--- config.mk ---
export PLATFORM = sky130hd
export DESIGN_NAME = instrument_summary_status_regs
export DESIGN_NICKNAME = d
export VERILOG_FILES = /design/src/summary_status_pkg.sv /design/src/instrument_summary_status_regs.sv
export SDC_FILE = /design/constraint.sdc
export NUM_CORES = 1
export LEC_CHECK = 0
export BUFFER_PORTS_ARGS = -buffer_cell sky130_fd_sc_hd__buf_2
export CORE_MARGIN = 8
export CORE_UTILIZATION = 55
export CTS_CLUSTER_DIAMETER = 30
export DETAILED_ROUTE_END_ITERATION = 6
export GPL_TIMING_DRIVEN = 0
export PLACE_DENSITY = 0.83
export SLEW_MARGIN = 20
export SYNTH_ARGS = -nofsm -noshare
export SYNTH_HDL_FRONTEND = slang
export SYNTH_SLANG_ARGS = --single-unit
export TNS_END_PERCENT = 100
--- constraint.sdc ---
create_clock -name clk -period 12.6 [get_ports clk]
set_input_delay 2.52 -clock clk [delete_from_list [all_inputs] [get_ports clk]]
set_output_delay 2.52 -clock clk [all_outputs]
set_load 0.005 [all_outputs]
--- src/summary_status_pkg.sv ---
// Package: widths, bit positions, reset values and types for the summary status registers
package summary_status_pkg;

	// ==========================================
	// Register geometry
	localparam int unsigned REG_WIDTH = 16;
	localparam int unsigned DEC_DIGITS = 5;
	localparam int unsigned PARENT_BIT = 1;
	localparam int unsigned OUTPUT_BIT = 0;
	localparam int unsigned OVERFLOW_BIT = 11;
	localparam logic [15:0] MASK_RESET = 16'h0000;
	localparam logic [15:0] EVENT_RESET = 16'h0000;
	localparam logic [15:0] OUT_OVF_WEIGHT = 16'h0801;

	// ==========================================
	// Carriers
	typedef logic [15:0] reg16_t;

	// Decimal answer, one BCD digit per nibble, most significant first
	typedef struct packed {
		logic [3:0] d4;
		logic [3:0] d3;
		logic [3:0] d2;
		logic [3:0] d1;
		logic [3:0] d0;
	} bcd5_t;

	typedef enum logic [1:0] {
		MASK_RADIX_DEC,
		MASK_RADIX_BIN,
		MASK_RADIX_HEX
	} mask_radix_t;

endpackage

--- src/instrument_summary_status_regs.sv ---
// Module: summary event register, enable mask and summary flag toward the parent register
`timescale 1ns/1ps
`default_nettype none

// What this block does
// - An event-register read returns current contents, then clears all bits but those rising in the read cycle.
// - Read answer is the decimal form of the bit-weighted sum.
// - Mask writable and readable, resets to zero, never part of saved setups.
// - Any set event bit with its mask bit set raises parent bit 1.
// - Output and reading-overflow conditions sit at bits 0 and 11, weight 2049.
// - Enabled instrument events set the summary flag of the measurement register.
module instrument_summary_status_regs
	import summary_status_pkg::*;
(
	// Clock and reset
	input  wire logic        clk,
	input  wire logic        resetn,
	// Condition inputs from the instrument
	input  wire reg16_t      cond_in,
	input  wire logic        output_cond,
	input  wire logic        overflow_cond,
	// Event register query
	input  wire logic        event_rd,
	output logic             event_rd_valid,
	output var reg16_t       event_value,
	output var bcd5_t        event_decimal,
	// Mask access, value already converted from its radix by the parser
	input  wire logic        mask_wr,
	input  wire mask_radix_t mask_radix,
	input  wire reg16_t      mask_wdata,
	output var reg16_t       mask_value,
	// Summary toward the parent register
	output logic             meas_inst_summary_event_reg,
	output logic             instrument_summary_flag
);

	// ==========================================
	// Binary to BCD by double dabble; used for every read answer
	function automatic bcd5_t to_decimal(input reg16_t v);
		logic [19:0] acc;
		acc = 20'h0_0000;
		for (int i = int'(REG_WIDTH) - 1; i >= 0; i--) begin
			for (int k = 0; k < int'(DEC_DIGITS); k++) begin
				if (acc[k*4 +: 4] > 4'h4) begin
					acc[k*4 +: 4] = acc[k*4 +: 4] + 4'h3;
				end
			end
			acc = {acc[18:0], v[i]};
		end
		return bcd5_t'(acc);
	endfunction

	// Digit weights rebuild a decimal answer; checks use it apart from the double dabble
	function automatic logic [19:0] decimal_weight(input bcd5_t b);
		return 20'(b.d4) * 20'h0_2710 + 20'(b.d3) * 20'h0_03E8
			+ 20'(b.d2) * 20'h0_0064 + 20'(b.d1) * 20'h0_000A + 20'(b.d0);
	endfunction

	// ==========================================
	// Conditions and edge detection
	reg16_t cond_all;
	reg16_t cond_q;
	reg16_t rise;
	reg16_t event_q;
	reg16_t event_d;
	reg16_t mask_q;
	reg16_t mask_d;
	logic   summary;

	// Dedicated conditions forced onto their fixed positions
	always_comb begin
		cond_all = cond_in;
		cond_all[OUTPUT_BIT] = cond_in[OUTPUT_BIT] | output_cond;
		cond_all[OVERFLOW_BIT] = cond_in[OVERFLOW_BIT] | overflow_cond;
	end

	assign rise = cond_all & ~cond_q;
	// A rising edge in the read cycle survives the clear, so no event is lost
	assign event_d = (event_rd ? EVENT_RESET : event_q) | rise;
	// Radix only matters to the parser; the value arrives already binary
	assign mask_d = mask_wr ? mask_wdata : mask_q;
	assign summary = |(event_q & mask_q);

	// Registers; mask lives only in flops, so it is lost on power cycle
	always_ff @(posedge clk) begin
		if (!resetn) begin
			cond_q <= EVENT_RESET;
			event_q <= EVENT_RESET;
			mask_q <= MASK_RESET;
		end else begin
			cond_q <= cond_all;
			event_q <= event_d;
			mask_q <= mask_d;
		end
	end

	// Read answer captured from the contents before the clear
	always_ff @(posedge clk) begin
		if (!resetn) begin
			event_rd_valid <= 1'b0;
			event_value <= EVENT_RESET;
			event_decimal <= bcd5_t'(20'h0_0000);
			meas_inst_summary_event_reg <= 1'b0;
		end else begin
			event_rd_valid <= event_rd;
			meas_inst_summary_event_reg <= summary;
			if (event_rd) begin
				event_value <= event_q;
				event_decimal <= to_decimal(event_q);
			end
		end
	end

	assign mask_value = mask_q;
	assign instrument_summary_flag = meas_inst_summary_event_reg;

	// ==========================================
	// Checks on the read path
	// Contents vanish after a read unless a condition rose in that very cycle
	read_clears_a: assert property (@(posedge clk) disable iff (!resetn)
		event_rd && !(|rise) |=> event_q == EVENT_RESET)
		else $error("event register not cleared by read");

	// The answer is the snapshot taken at the read edge
	read_value_a: assert property (@(posedge clk) disable iff (!resetn)
		event_rd |=> event_rd_valid && event_value == $past(event_q))
		else $error("read answer differs from contents");

	// No answer pulse without a query one cycle earlier
	valid_only_a: assert property (@(posedge clk) disable iff (!resetn)
		!event_rd |=> !event_rd_valid)
		else $error("answer pulse without a query");

	// The host may collect the answer late, so it must not drift between reads
	value_hold_a: assert property (@(posedge clk) disable iff (!resetn)
		!event_rd |=> $stable(event_value) && $stable(event_decimal))
		else $error("read answer changed between reads");

	// Rebuilt from digit weights, so a conversion slip cannot hide behind itself
	decimal_a: assert property (@(posedge clk) disable iff (!resetn)
		event_rd_valid |-> decimal_weight(event_decimal) == {4'h0, event_value})
		else $error("decimal answer wrong");

	// Every digit of the answer is a legal decimal digit
	bcd_digits_a: assert property (@(posedge clk) disable iff (!resetn)
		event_rd_valid |-> event_decimal.d4 <= 4'h9 && event_decimal.d3 <= 4'h9
			&& event_decimal.d2 <= 4'h9 && event_decimal.d1 <= 4'h9
			&& event_decimal.d0 <= 4'h9)
		else $error("decimal digit out of range");

	// ==========================================
	// Checks on the enable mask
	// A write lands in the next cycle
	mask_write_a: assert property (@(posedge clk) disable iff (!resetn)
		mask_wr |=> mask_value == $past(mask_wdata))
		else $error("mask write lost");

	// Without a write the mask keeps its value
	mask_hold_a: assert property (@(posedge clk) disable iff (!resetn)
		!mask_wr |=> $stable(mask_value))
		else $error("mask changed without write");

	// Mask starts from zero after every reset, the power-cycle case included
	mask_reset_a: assert property (@(posedge clk)
		!resetn |=> mask_value == MASK_RESET)
		else $error("mask not cleared by reset");

	// ==========================================
	// Checks on the summary toward the parent register
	// An enabled event raises the parent bit one cycle later
	parent_bit_a: assert property (@(posedge clk) disable iff (!resetn)
		|(event_q & mask_q) |=> meas_inst_summary_event_reg)
		else $error("parent bit not raised");

	// No enabled event, no parent bit
	parent_low_a: assert property (@(posedge clk) disable iff (!resetn)
		!(|(event_q & mask_q)) |=> !instrument_summary_flag)
		else $error("parent bit raised without enabled event");

	// Summary flag follows any enabled event as well
	flag_raise_a: assert property (@(posedge clk) disable iff (!resetn)
		|(event_q & mask_q) |=> instrument_summary_flag)
		else $error("summary flag not raised");

	// Reset leaves no stale summary or answer pulse behind
	summary_reset_a: assert property (@(posedge clk)
		!resetn |=> !meas_inst_summary_event_reg && !event_rd_valid)
		else $error("summary or answer pulse active after reset");

	// ==========================================
	// Checks on the fixed condition positions
	// Gated by the sampled reset: at the release edge the flops still take their reset values
	overflow_pos_a: assert property (@(posedge clk) disable iff (!resetn)
		resetn && overflow_cond && !cond_q[OVERFLOW_BIT] |=> event_q[OVERFLOW_BIT])
		else $error("overflow not at its fixed bit");

	output_pos_a: assert property (@(posedge clk) disable iff (!resetn)
		resetn && output_cond && !cond_q[OUTPUT_BIT] |=> event_q[OUTPUT_BIT])
		else $error("output condition not at its fixed bit");

	// ==========================================
	// Checks on event latching
	// One sample bit that must survive until read
	latch_hold_a: assert property (@(posedge clk) disable iff (!resetn)
		event_q[3] && !event_rd |=> event_q[3])
		else $error("event bit dropped without read");

	// Every rising condition lands in the register
	latch_all_a: assert property (@(posedge clk) disable iff (!resetn)
		resetn && |rise |=> (event_q & $past(rise)) == $past(rise))
		else $error("rising condition not latched");

	// No bit of any position drops without a read
	hold_all_a: assert property (@(posedge clk) disable iff (!resetn)
		!event_rd |=> (event_q & $past(event_q)) == $past(event_q))
		else $error("event bits dropped without read");

	// After a read only the bits that rose in the read cycle remain
	read_race_a: assert property (@(posedge clk) disable iff (!resetn)
		event_rd |=> event_q == $past(rise))
		else $error("read cleared a bit rising in the read cycle");

	// ==========================================
	// Main scenarios
	cover_read_c: cover property (@(posedge clk) disable iff (!resetn)
		event_rd && event_q == OUT_OVF_WEIGHT);
	cover_summary_c: cover property (@(posedge clk) disable iff (!resetn)
		$rose(instrument_summary_flag));
	cover_race_c: cover property (@(posedge clk) disable iff (!resetn)
		event_rd && |rise);
	cover_radix_c: cover property (@(posedge clk) disable iff (!resetn)
		mask_wr && mask_radix == MASK_RADIX_DEC);
	cover_release_c: cover property (@(posedge clk) disable iff (!resetn)
		$rose(resetn) ##1 event_q[OUTPUT_BIT]);

endmodule

`default_nettype wire

Word level (Yosys, flattened, before mapping)
Cells that the tools add are included.

Register bits: 86. Input port bits: 40.

Mux-type cells: 96. Add/subtract/negate cells: 35. Bitwise operators: 6. Reduce and logical (&&, ||, !) cells: 1. $lt $le $gt $ge: 35.

Operators with widths (count): 4-bit 2-to-1 mux (94); 4-bit by 2-bit adder with 4-bit output, second input constant (30); 4-bit by 3-bit greater-than comparator with 1-bit output, second input constant (30); 16-bit AND (2); 3-bit by 2-bit adder with 4-bit output, second input constant (4); 16-bit 2-to-1 mux (1); 16-bit inverter (1); 16-bit OR (1); 16-bit OR reduction (1); 3-bit greater-than comparator, second input constant (5); 3-bit by 2-bit adder with 3-bit output, second input constant (1); 3-bit 2-to-1 mux (1); 1-bit OR (2).

Depth between registers and ports, before layout
Gate-level depths: netlist of run 1.

Depth in word-level cells: 50. Mapped depth: 49.

Worst setup path before layout of run 1
Ideal clock, no wire load.

Path kind: reg2reg. Start point: register event_q[13]. End point: register event_decimal[10] (netlist name). Clock period less this slack: 9427 ps. Stages on the path, launching flop included: 49. Setup time: 70 ps. Data arrival time: 9358 ps. Path slack: 3173 ps. Required time: 12530 ps. Cell sequence: dfxtp_1 > buf_2 > inv_1 > ha_1 > inv_1 > ha_1 > buf_4 > nor2b_1 > o31ai_1 > o2111a_1 > or4_1 > nor2b_1 > inv_1 > ha_1 > o41ai_4 > xnor2_2 > clkbuf_1 > nor2_1 > (+13 left out) > a31oi_1 > or3_1 > xnor2_1 > ha_1 > inv_1 > nand2_1 > mux2_2 > ha_1 > inv_1 > a21oi_1 > a22oi_1 > a41oi_1 > a211oi_2 > xor2_1 > ha_1 > o221ai_1 > mux2_1 > a21oi_1.

Cells in the longest elaborated chain, start to end: 50. Elaborated cells on any way between the ends: 133. Classes of those cells: add/sub (27); order compare (27); mux (79).

Ends and longest elaborated chain: from (decl) (line instrument_summary_status_regs.sv:64) `reg16_t event_q;`; from (signal assigned) (line instrument_summary_status_regs.sv:92) `event_q <= event_d;`; 3-bit by 2-bit adder with 4-bit output or 3-bit greater-than comparator (tied branches) (line instrument_summary_status_regs.sv:45, instrument_summary_status_regs.sv:44); 4-bit 2-to-1 mux (*) (line instrument_summary_status_regs.sv:44) `if (acc[k*4 +: 4] > 4'h4) begin`; 4-bit 2-to-1 mux (*) (line instrument_summary_status_regs.sv:107) `if (event_rd) begin`; 4-bit 2-to-1 mux (*) (line instrument_summary_status_regs.sv:99) `if (!resetn) begin`; 4-bit by 2-bit adder with 4-bit output or 4-bit by 3-bit greater-than comparator with 1-bit output (tied branches) (line instrument_summary_status_regs.sv:45, instrument_summary_status_regs.sv:44); 4-bit 2-to-1 mux (line instrument_summary_status_regs.sv:44); 4-bit 2-to-1 mux (line instrument_summary_status_regs.sv:107); 4-bit 2-to-1 mux (line instrument_summary_status_regs.sv:99); (+34 left out); 4-bit 2-to-1 mux (line instrument_summary_status_regs.sv:107); 4-bit 2-to-1 mux (line instrument_summary_status_regs.sv:99); 4-bit by 2-bit adder with 4-bit output or 4-bit by 3-bit greater-than comparator with 1-bit output (tied branches) (line instrument_summary_status_regs.sv:45, instrument_summary_status_regs.sv:44); 4-bit 2-to-1 mux (line instrument_summary_status_regs.sv:44); 4-bit 2-to-1 mux (line instrument_summary_status_regs.sv:107); 4-bit 2-to-1 mux (line instrument_summary_status_regs.sv:99); 4-bit by 2-bit adder with 4-bit output or 4-bit by 3-bit greater-than comparator with 1-bit output (tied branches) (line instrument_summary_status_regs.sv:45, instrument_summary_status_regs.sv:44); 4-bit 2-to-1 mux (*) (line instrument_summary_status_regs.sv:44); to (signal assigned) (line instrument_summary_status_regs.sv:102) `event_decimal <= bcd5_t'(20'h0_0000);`; to (signal assigned) (line instrument_summary_status_regs.sv:109) `event_decimal <= to_decimal(event_q);`; to (decl) (line instrument_summary_status_regs.sv:26) `output var bcd5_t event_decimal,`.

Every way passes the cells marked *; elsewhere a longest branch is shown, timed or not. The select of a mux whose other input is x is not followed. A chain may end at the register's enable or synchronous reset.

Worst setup path after layout of run 1
Same ends and word-level chain as after synthesis.

==> results of run 1 <==
-- worst paths after layout --
path / depth (start not counted) / startpoint / end / slack, ns
setup / recovery: 48 / event_q[13]$_SDFF_PN0_ / event_decimal[10]$_SDFFE_PN0P_ / 1.68
hold / removal: 2 / event_decimal[19]$_SDFFE_PN0P_ / event_decimal[19]$_SDFFE_PN0P_ / 0.49
setup reg to reg: 48 / event_q[13]$_SDFF_PN0_ / event_decimal[10]$_SDFFE_PN0P_ / 1.68
hold reg to reg: 2 / event_decimal[19]$_SDFFE_PN0P_ / event_decimal[19]$_SDFFE_PN0P_ / 0.49
-- per-stage QoR --
| stage | cell area, um^2 | instances | hold WS, ns | setup WS, ns | util [%] |
|---|---|---|---|---|---|
| 3_3_place_gp | 9340 | 1422 | 0.452 | 1.95 | 61.2 |
| 5_1_grt | 9610 | 1438 | 0.499 | 0.721 | 63.0 |
| 3_5_place_dp | 9340 | 1422 | 0.465 | 1.78 | 61.2 |
| 2_1_floorplan | 8620 | 1120 | 0.446 | 3.17 | - |
| 6_report | 9610 | 1438 | 0.490 | 1.68 | 63.0 |
| 4_1_cts | 9610 | 1438 | 0.487 | 1.70 | 63.0 |
-- area by class of cell --
cell class | instances | area [um^2]
clock inverter | 6 | 46.3
timing repair buffer | 91 | 455
inverter | 54 | 203
buffer | 76 | 349
tap | 211 | 264
clock buffer | 10 | 229
sequential | 85 | 1700
fill | 1299 | 5650
multi-input combinational | 905 | 6360
-- cell usage in the layout (no fill, tap or decap), drive strengths merged, types with 40 or more instances in the layout --
master  synthesis  final
buf            40    131
nor2          129    129
dfxtp          85     85
nand2          75     75
mux2i          54     54
a21oi          54     54
inv            52     54
clkbuf         36     46
nand3          45     45
o21ai          40     40
-- flip-flops by register name, indices dropped and copies added, names as in the netlist --
name,flops
instrument_summary_flag,1
event_decimal,19
event_rd_valid,1
cond_q,16
event_value,16
mask_value,16
event_q,16
-- cell families (layout without fill, tap and decap cells) --
| family | after synthesis | in the layout | synth area share (%) |
|---|---|---|---|
| DFF | 85 | 85 | 19.7 |
| buffers and inverters | 130 | 237 | 6.40 |
| AOI/OAI and AO/OA | 358 | 358 | 32.5 |
| xor gates and xnor gates | 32 | 32 | 4.02 |
| adders and majority gates | 37 | 37 | 5.31 |
| and+or+nand+nor | 414 | 414 | 24.4 |
| muxes | 64 | 64 | 7.58 |
-- per-layer routing --
metal	vias to the layer above	wire length (um)	track usage, %
met4	0	678	8.94
met5	-	0	0
met1	4358	11100	31.4
met3	48	1830	3.17
met2	455	11800	41.6
li1	4498	-	-
-- worst max-delay path: cells and delay by family, from the launching register on --
family | cells | cell delay [ns]
and+or+nand+nor | 11 | 2.41
muxes | 2 | 0.67
AOI/OAI and AO/OA | 15 | 3.19
xor gates and xnor gates | 3 | 0.71
DFF | 1 | 0.36
adders and majority gates | 8 | 1.73
buffers and inverters | 9 | 1.79
==> run metrics, run 1 <==
post-cts gate resize count=0; Yosys top cell by area=dfxtp_1; die height=between 100 and 150 um; ys flop type=dfxtp_1; Die Area=approximately 20000 um^2; drt initial violations=~1100; ranking of synthesized cells by area=dfxtp_1 20%, mux2i_1 6.3%, nor2_1 5.6%, ha_1 5.1%, nand2_1 3.2%; Synth top area share=between 10% and 20%; Mean Syn Cell Area=around 7.7 um^2; CTS tree=done; fin crit period=around 11 ns; post-synth cell types=between 100 and 150; Avg Vias per Cell=between 6 and 7; top-count cell post-synth=nor2_1; Overflow after GRT=0; Net Count, Synth=approximately 1200; clock slew seen by the registers of the worst setup and hold paths=0.07 ns; register bit total from synthesis=85; Ports=95; Final nets=~1300; Setup CP Type=register to register; Critical Path AT=approximately 11 ns; yosys synthesis warning count=0; initial antenna violation count=0; CORE AREA=15300 um^2; share of cells above drive strength 1=between 15 and 20%; Die Wd=~140 um; Setup TNS=0 ns; Final Wtd Congestion=0.936; most frequent CP cell=ha_1; DRC=0; largest net degree at the start of global routing=16; CTS sink cnt=85; Post-DRT Antenna Nets=0; Final Cycle Share=roughly 87%; mapped cell area=approximately 8600 um^2; n_diodes=0; Seq/Total Area, Yosys=19.7%; status=finished, final reports clean; routed via count=between 9000 and 10000; Async SR Flop Fraction=0%; slowest CP cell=or4_1; P&R area growth vs syn=11.5%; Final Hold Fails=0; Post-synth top cells=129 x nor2_1, 85 x dfxtp_1, 73 x nand2_1; Gate Count Post-Synth=~1100; clock root cell=clkbuf_16; Clock Skews=roughly 0.0075 ns; Tightest Pin Transition=0.777 ns; Post-synth EDFFs=0; CP peak stage delay=between 0.6 and 0.7 ns; relative max-transition margin=between 40% and 50%; Critical Path RT=between 10 and 15 ns; number of port buffers=91; RSZ-0062 raised after global routing=false; H-tree levels=3; Detailed Place HPWL=between 15000 and 20000 um; hold buffers post-CTS=0; Longest Clk Path Bufs=2; Setup-failing EPs final=0; worst skew pair latency=around 0.34 ns; post-CTS setup buffers=0; Cell Rows=between 40 and 50; CP Launch Type=register; FMAX=between 0.09 and 0.1 GHz; GRT Util Overall=between 20% and 30%; Max Slew Vio Count=0; Num CTS Buffers=9; max-cap viol count=0; Worst Setup End Kind=register; Initial DRT Pass Iterations=6; vias in the first global route=8705; Initial Util=a little under three fifths; final WL=between 20000 and 30000 um; global-route wire length before repair=about 42000 um; Hold Crit Class=register to register; WL/cell=between 15 and 20 um; maximum fanout along the worst path=10
Power of run 1 is left out: the tool's default activity adds up to more than one toggle a clock period on the data nets, which glitch-free logic cannot reach.
==> run 2, diff against run 1 <==
--- a/config.mk
+++ b/config.mk
@@ -5,7 +5,7 @@
 export SDC_FILE = /design/constraint.sdc
 export NUM_CORES = 1
 export LEC_CHECK = 0
-export BUFFER_PORTS_ARGS = -buffer_cell sky130_fd_sc_hd__buf_2
+export BUFFER_PORTS_ARGS = -buffer_cell sky130_fd_sc_hd__buf_4
 export CORE_MARGIN = 8
 export CORE_UTILIZATION = 55
 export CTS_CLUSTER_DIAMETER = 30
==> run 2 against run 1 <==
Against the previous run:
- routed wire length is 2.4% higher
- count of clock-buffer cells in the layout grew 1
- via count grew 1.4%
- global-route usage rose by 0.77 points
- setup slack worse by 0.14 ns
- critical path depth shrank 1
- cell count decreased by 0.14%
- die area did not move
- utilization grew 1.6 points
- first-iteration DRC count decreased by 18%
- fmax decreased by 1.3%
==> run metrics, run 2 (same netlist as run 1, synthesis figures left out) <==
fin crit period=11.06 ns (+0.143 ns); most frequent cells in the layout=129 x nor2_1, 98 x buf_4, 85 x dfxtp_1, 73 x nand2_1, 54 x mux2i_1; slowest CP cell=or4_1; WL/cell=18.1 um (+2.6%); Initial DRT Pass Iterations=6 (unchanged); drt initial violations=867 (-18%); Initial Util=56.5% (unchanged); Final nets=1297 (unchanged); share of cells above drive strength 1=16.2% (-0.14 points); Cell Rows=45 (unchanged); post-CTS setup buffers=0 (unchanged); Tightest Pin Transition=0.759 ns (-0.0178 ns); P&R area growth vs syn=14.3%; gr busiest metal=met2; Setup-failing EPs final=0 (unchanged); worst skew pair latency=0.34 ns (about the same); clock slew seen by the registers of the worst setup and hold paths=0.06 ns (about the same); Overflow after GRT=0 (unchanged); Longest Clk Path Bufs=2 (unchanged); die height=141 um (unchanged); Avg Vias per Cell=6.61 (+1.5%); register area=1700 um^2 (unchanged); Clock Skews=0.00824 ns (+0.000781 ns); initial antenna violation count=0 (unchanged); Max Slew Vio Count=0 (unchanged); most frequent CP cell=ha_1; Num CTS Buffers=9 (unchanged); Critical Path RT=12.84 ns (-0.03 ns); largest net degree at the start of global routing=14 (-2); number of port buffers=91 (unchanged); Die Wd=141 um (unchanged); n_diodes=0 (unchanged); DRC=0 (unchanged); Ports=95 (unchanged); Post-DRT Antenna Nets=0 (unchanged); hold buffers post-CTS=0 (unchanged); status=finished, final reports clean; filler instances=1327 (+2.2%); clock root cell=clkbuf_16; Final Cycle Share=87.8% (+1.1 points); max-cap viol count=0 (unchanged); Setup TNS=0 ns (unchanged); commonest non-fill, non-tap cell in the layout=nor2_1; global-route wire length before repair=43100 um (+2.8%); CTS tree=done; Critical Path AT=11.31 ns (+0.12 ns); relative max-transition margin=49.0% (+1.2 points); M2 GR Usage=43.5% (+1.9 points); Final Hold Fails=0 (unchanged); CP peak stage delay=0.64 ns (about the same); GR Util met1=31.8% (+0.37 points); Hold Crit Class=register to register; final WL=26000 um (+2.4%); routed via count=9488 (+1.4%); vias in the first global route=9003 (+3.4%); Detailed Place HPWL=19400 um (+1.3%); RSZ-0062 raised after global routing=false; CTS sink cnt=85 (unchanged); area of the multi-input gates=6360 um^2 (unchanged); Setup CP Type=register to register; Worst Setup End Kind=register; post-cts gate resize count=0 (unchanged); CP Launch Type=register; FMAX=0.0904 GHz (-1.3%); GR Util met3=4.22% (+1.0 points); GRT Util Overall=25.4% (+0.77 points); Die Area=19900 um^2 (unchanged); H-tree levels=3 (unchanged); Final Wtd Congestion=0.963 (+3.0%); Biggest register=event_decimal; CORE AREA=15300 um^2 (unchanged); max FFs per register=19 (unchanged); maximum fanout along the worst path=10 (unchanged)
[run 2: cell count changes in the layout (fill, tap and decap cells not counted), sizes merged]
cell / delta
bufinv: +1
clkbuf: +1
clkinv: -2
clkinvlp: -1
inv: -1
[run 2: layout make-up]
type | count | share of cell area (%)
inverter | 54 | 2.06
clock buffer | 11 | 2.46
buffer | 76 | 3.54
sequential | 85 | 17.3
tap | 211 | 2.68
clock inverter | 3 | 0.470
timing repair buffer | 91 | 6.93
multi-input combinational | 905 | 64.6
[run 2: layer usage]
layer	vias to the layer above	routed length [um]
met1	4475	11100
li1	4510	-
met2	456	12300
met5	-	0
met4	0	548
met3	47	2080
[run 2: through the flow]
step / area (um^2) / instances / hold WS, ns / worst slack (ns) / util, %
after CTS: 9850 / 1436 / 0.478 / 1.73 / 64.6
after global routing: 9850 / 1436 / 0.504 / 0.574 / 64.6
after global placement: 9570 / 1422 / 0.458 / 1.95 / 62.7
after floorplan: 8620 / 1120 / 0.446 / 3.17 / -
after detailed placement: 9570 / 1422 / 0.461 / 1.78 / 62.7
final: 9850 / 1436 / 0.475 / 1.54 / 64.6
[run 2: worst max-delay path: cells and delay by family (launching register included)]
family / cells / cell delay (ns)
AOI/OAI and AO/OA: 16 / 3.35
and+or+nand+nor: 11 / 2.80
adders and majority gates: 7 / 1.60
buffers and inverters: 9 / 1.55
muxes: 2 / 0.70
xor gates and xnor gates: 2 / 0.55
DFF: 1 / 0.40
[run 2: final timing paths]
kind | startpoint | end | slack, ns | depth (start not counted)
worst max register to register | event_q[13]$_SDFF_PN0_ | event_decimal[12]$_SDFFE_PN0P_ | 1.54 | 47
worst min register to register | cond_q[0]$_SDFF_PN0_ | event_q[0]$_SDFF_PN0_ | 0.47 | 2
worst min-delay path | cond_q[0]$_SDFF_PN0_ | event_q[0]$_SDFF_PN0_ | 0.47 | 2
worst max-delay path | event_q[13]$_SDFF_PN0_ | event_decimal[12]$_SDFFE_PN0P_ | 1.54 | 47
Power of run 2 is left out for the same reason.
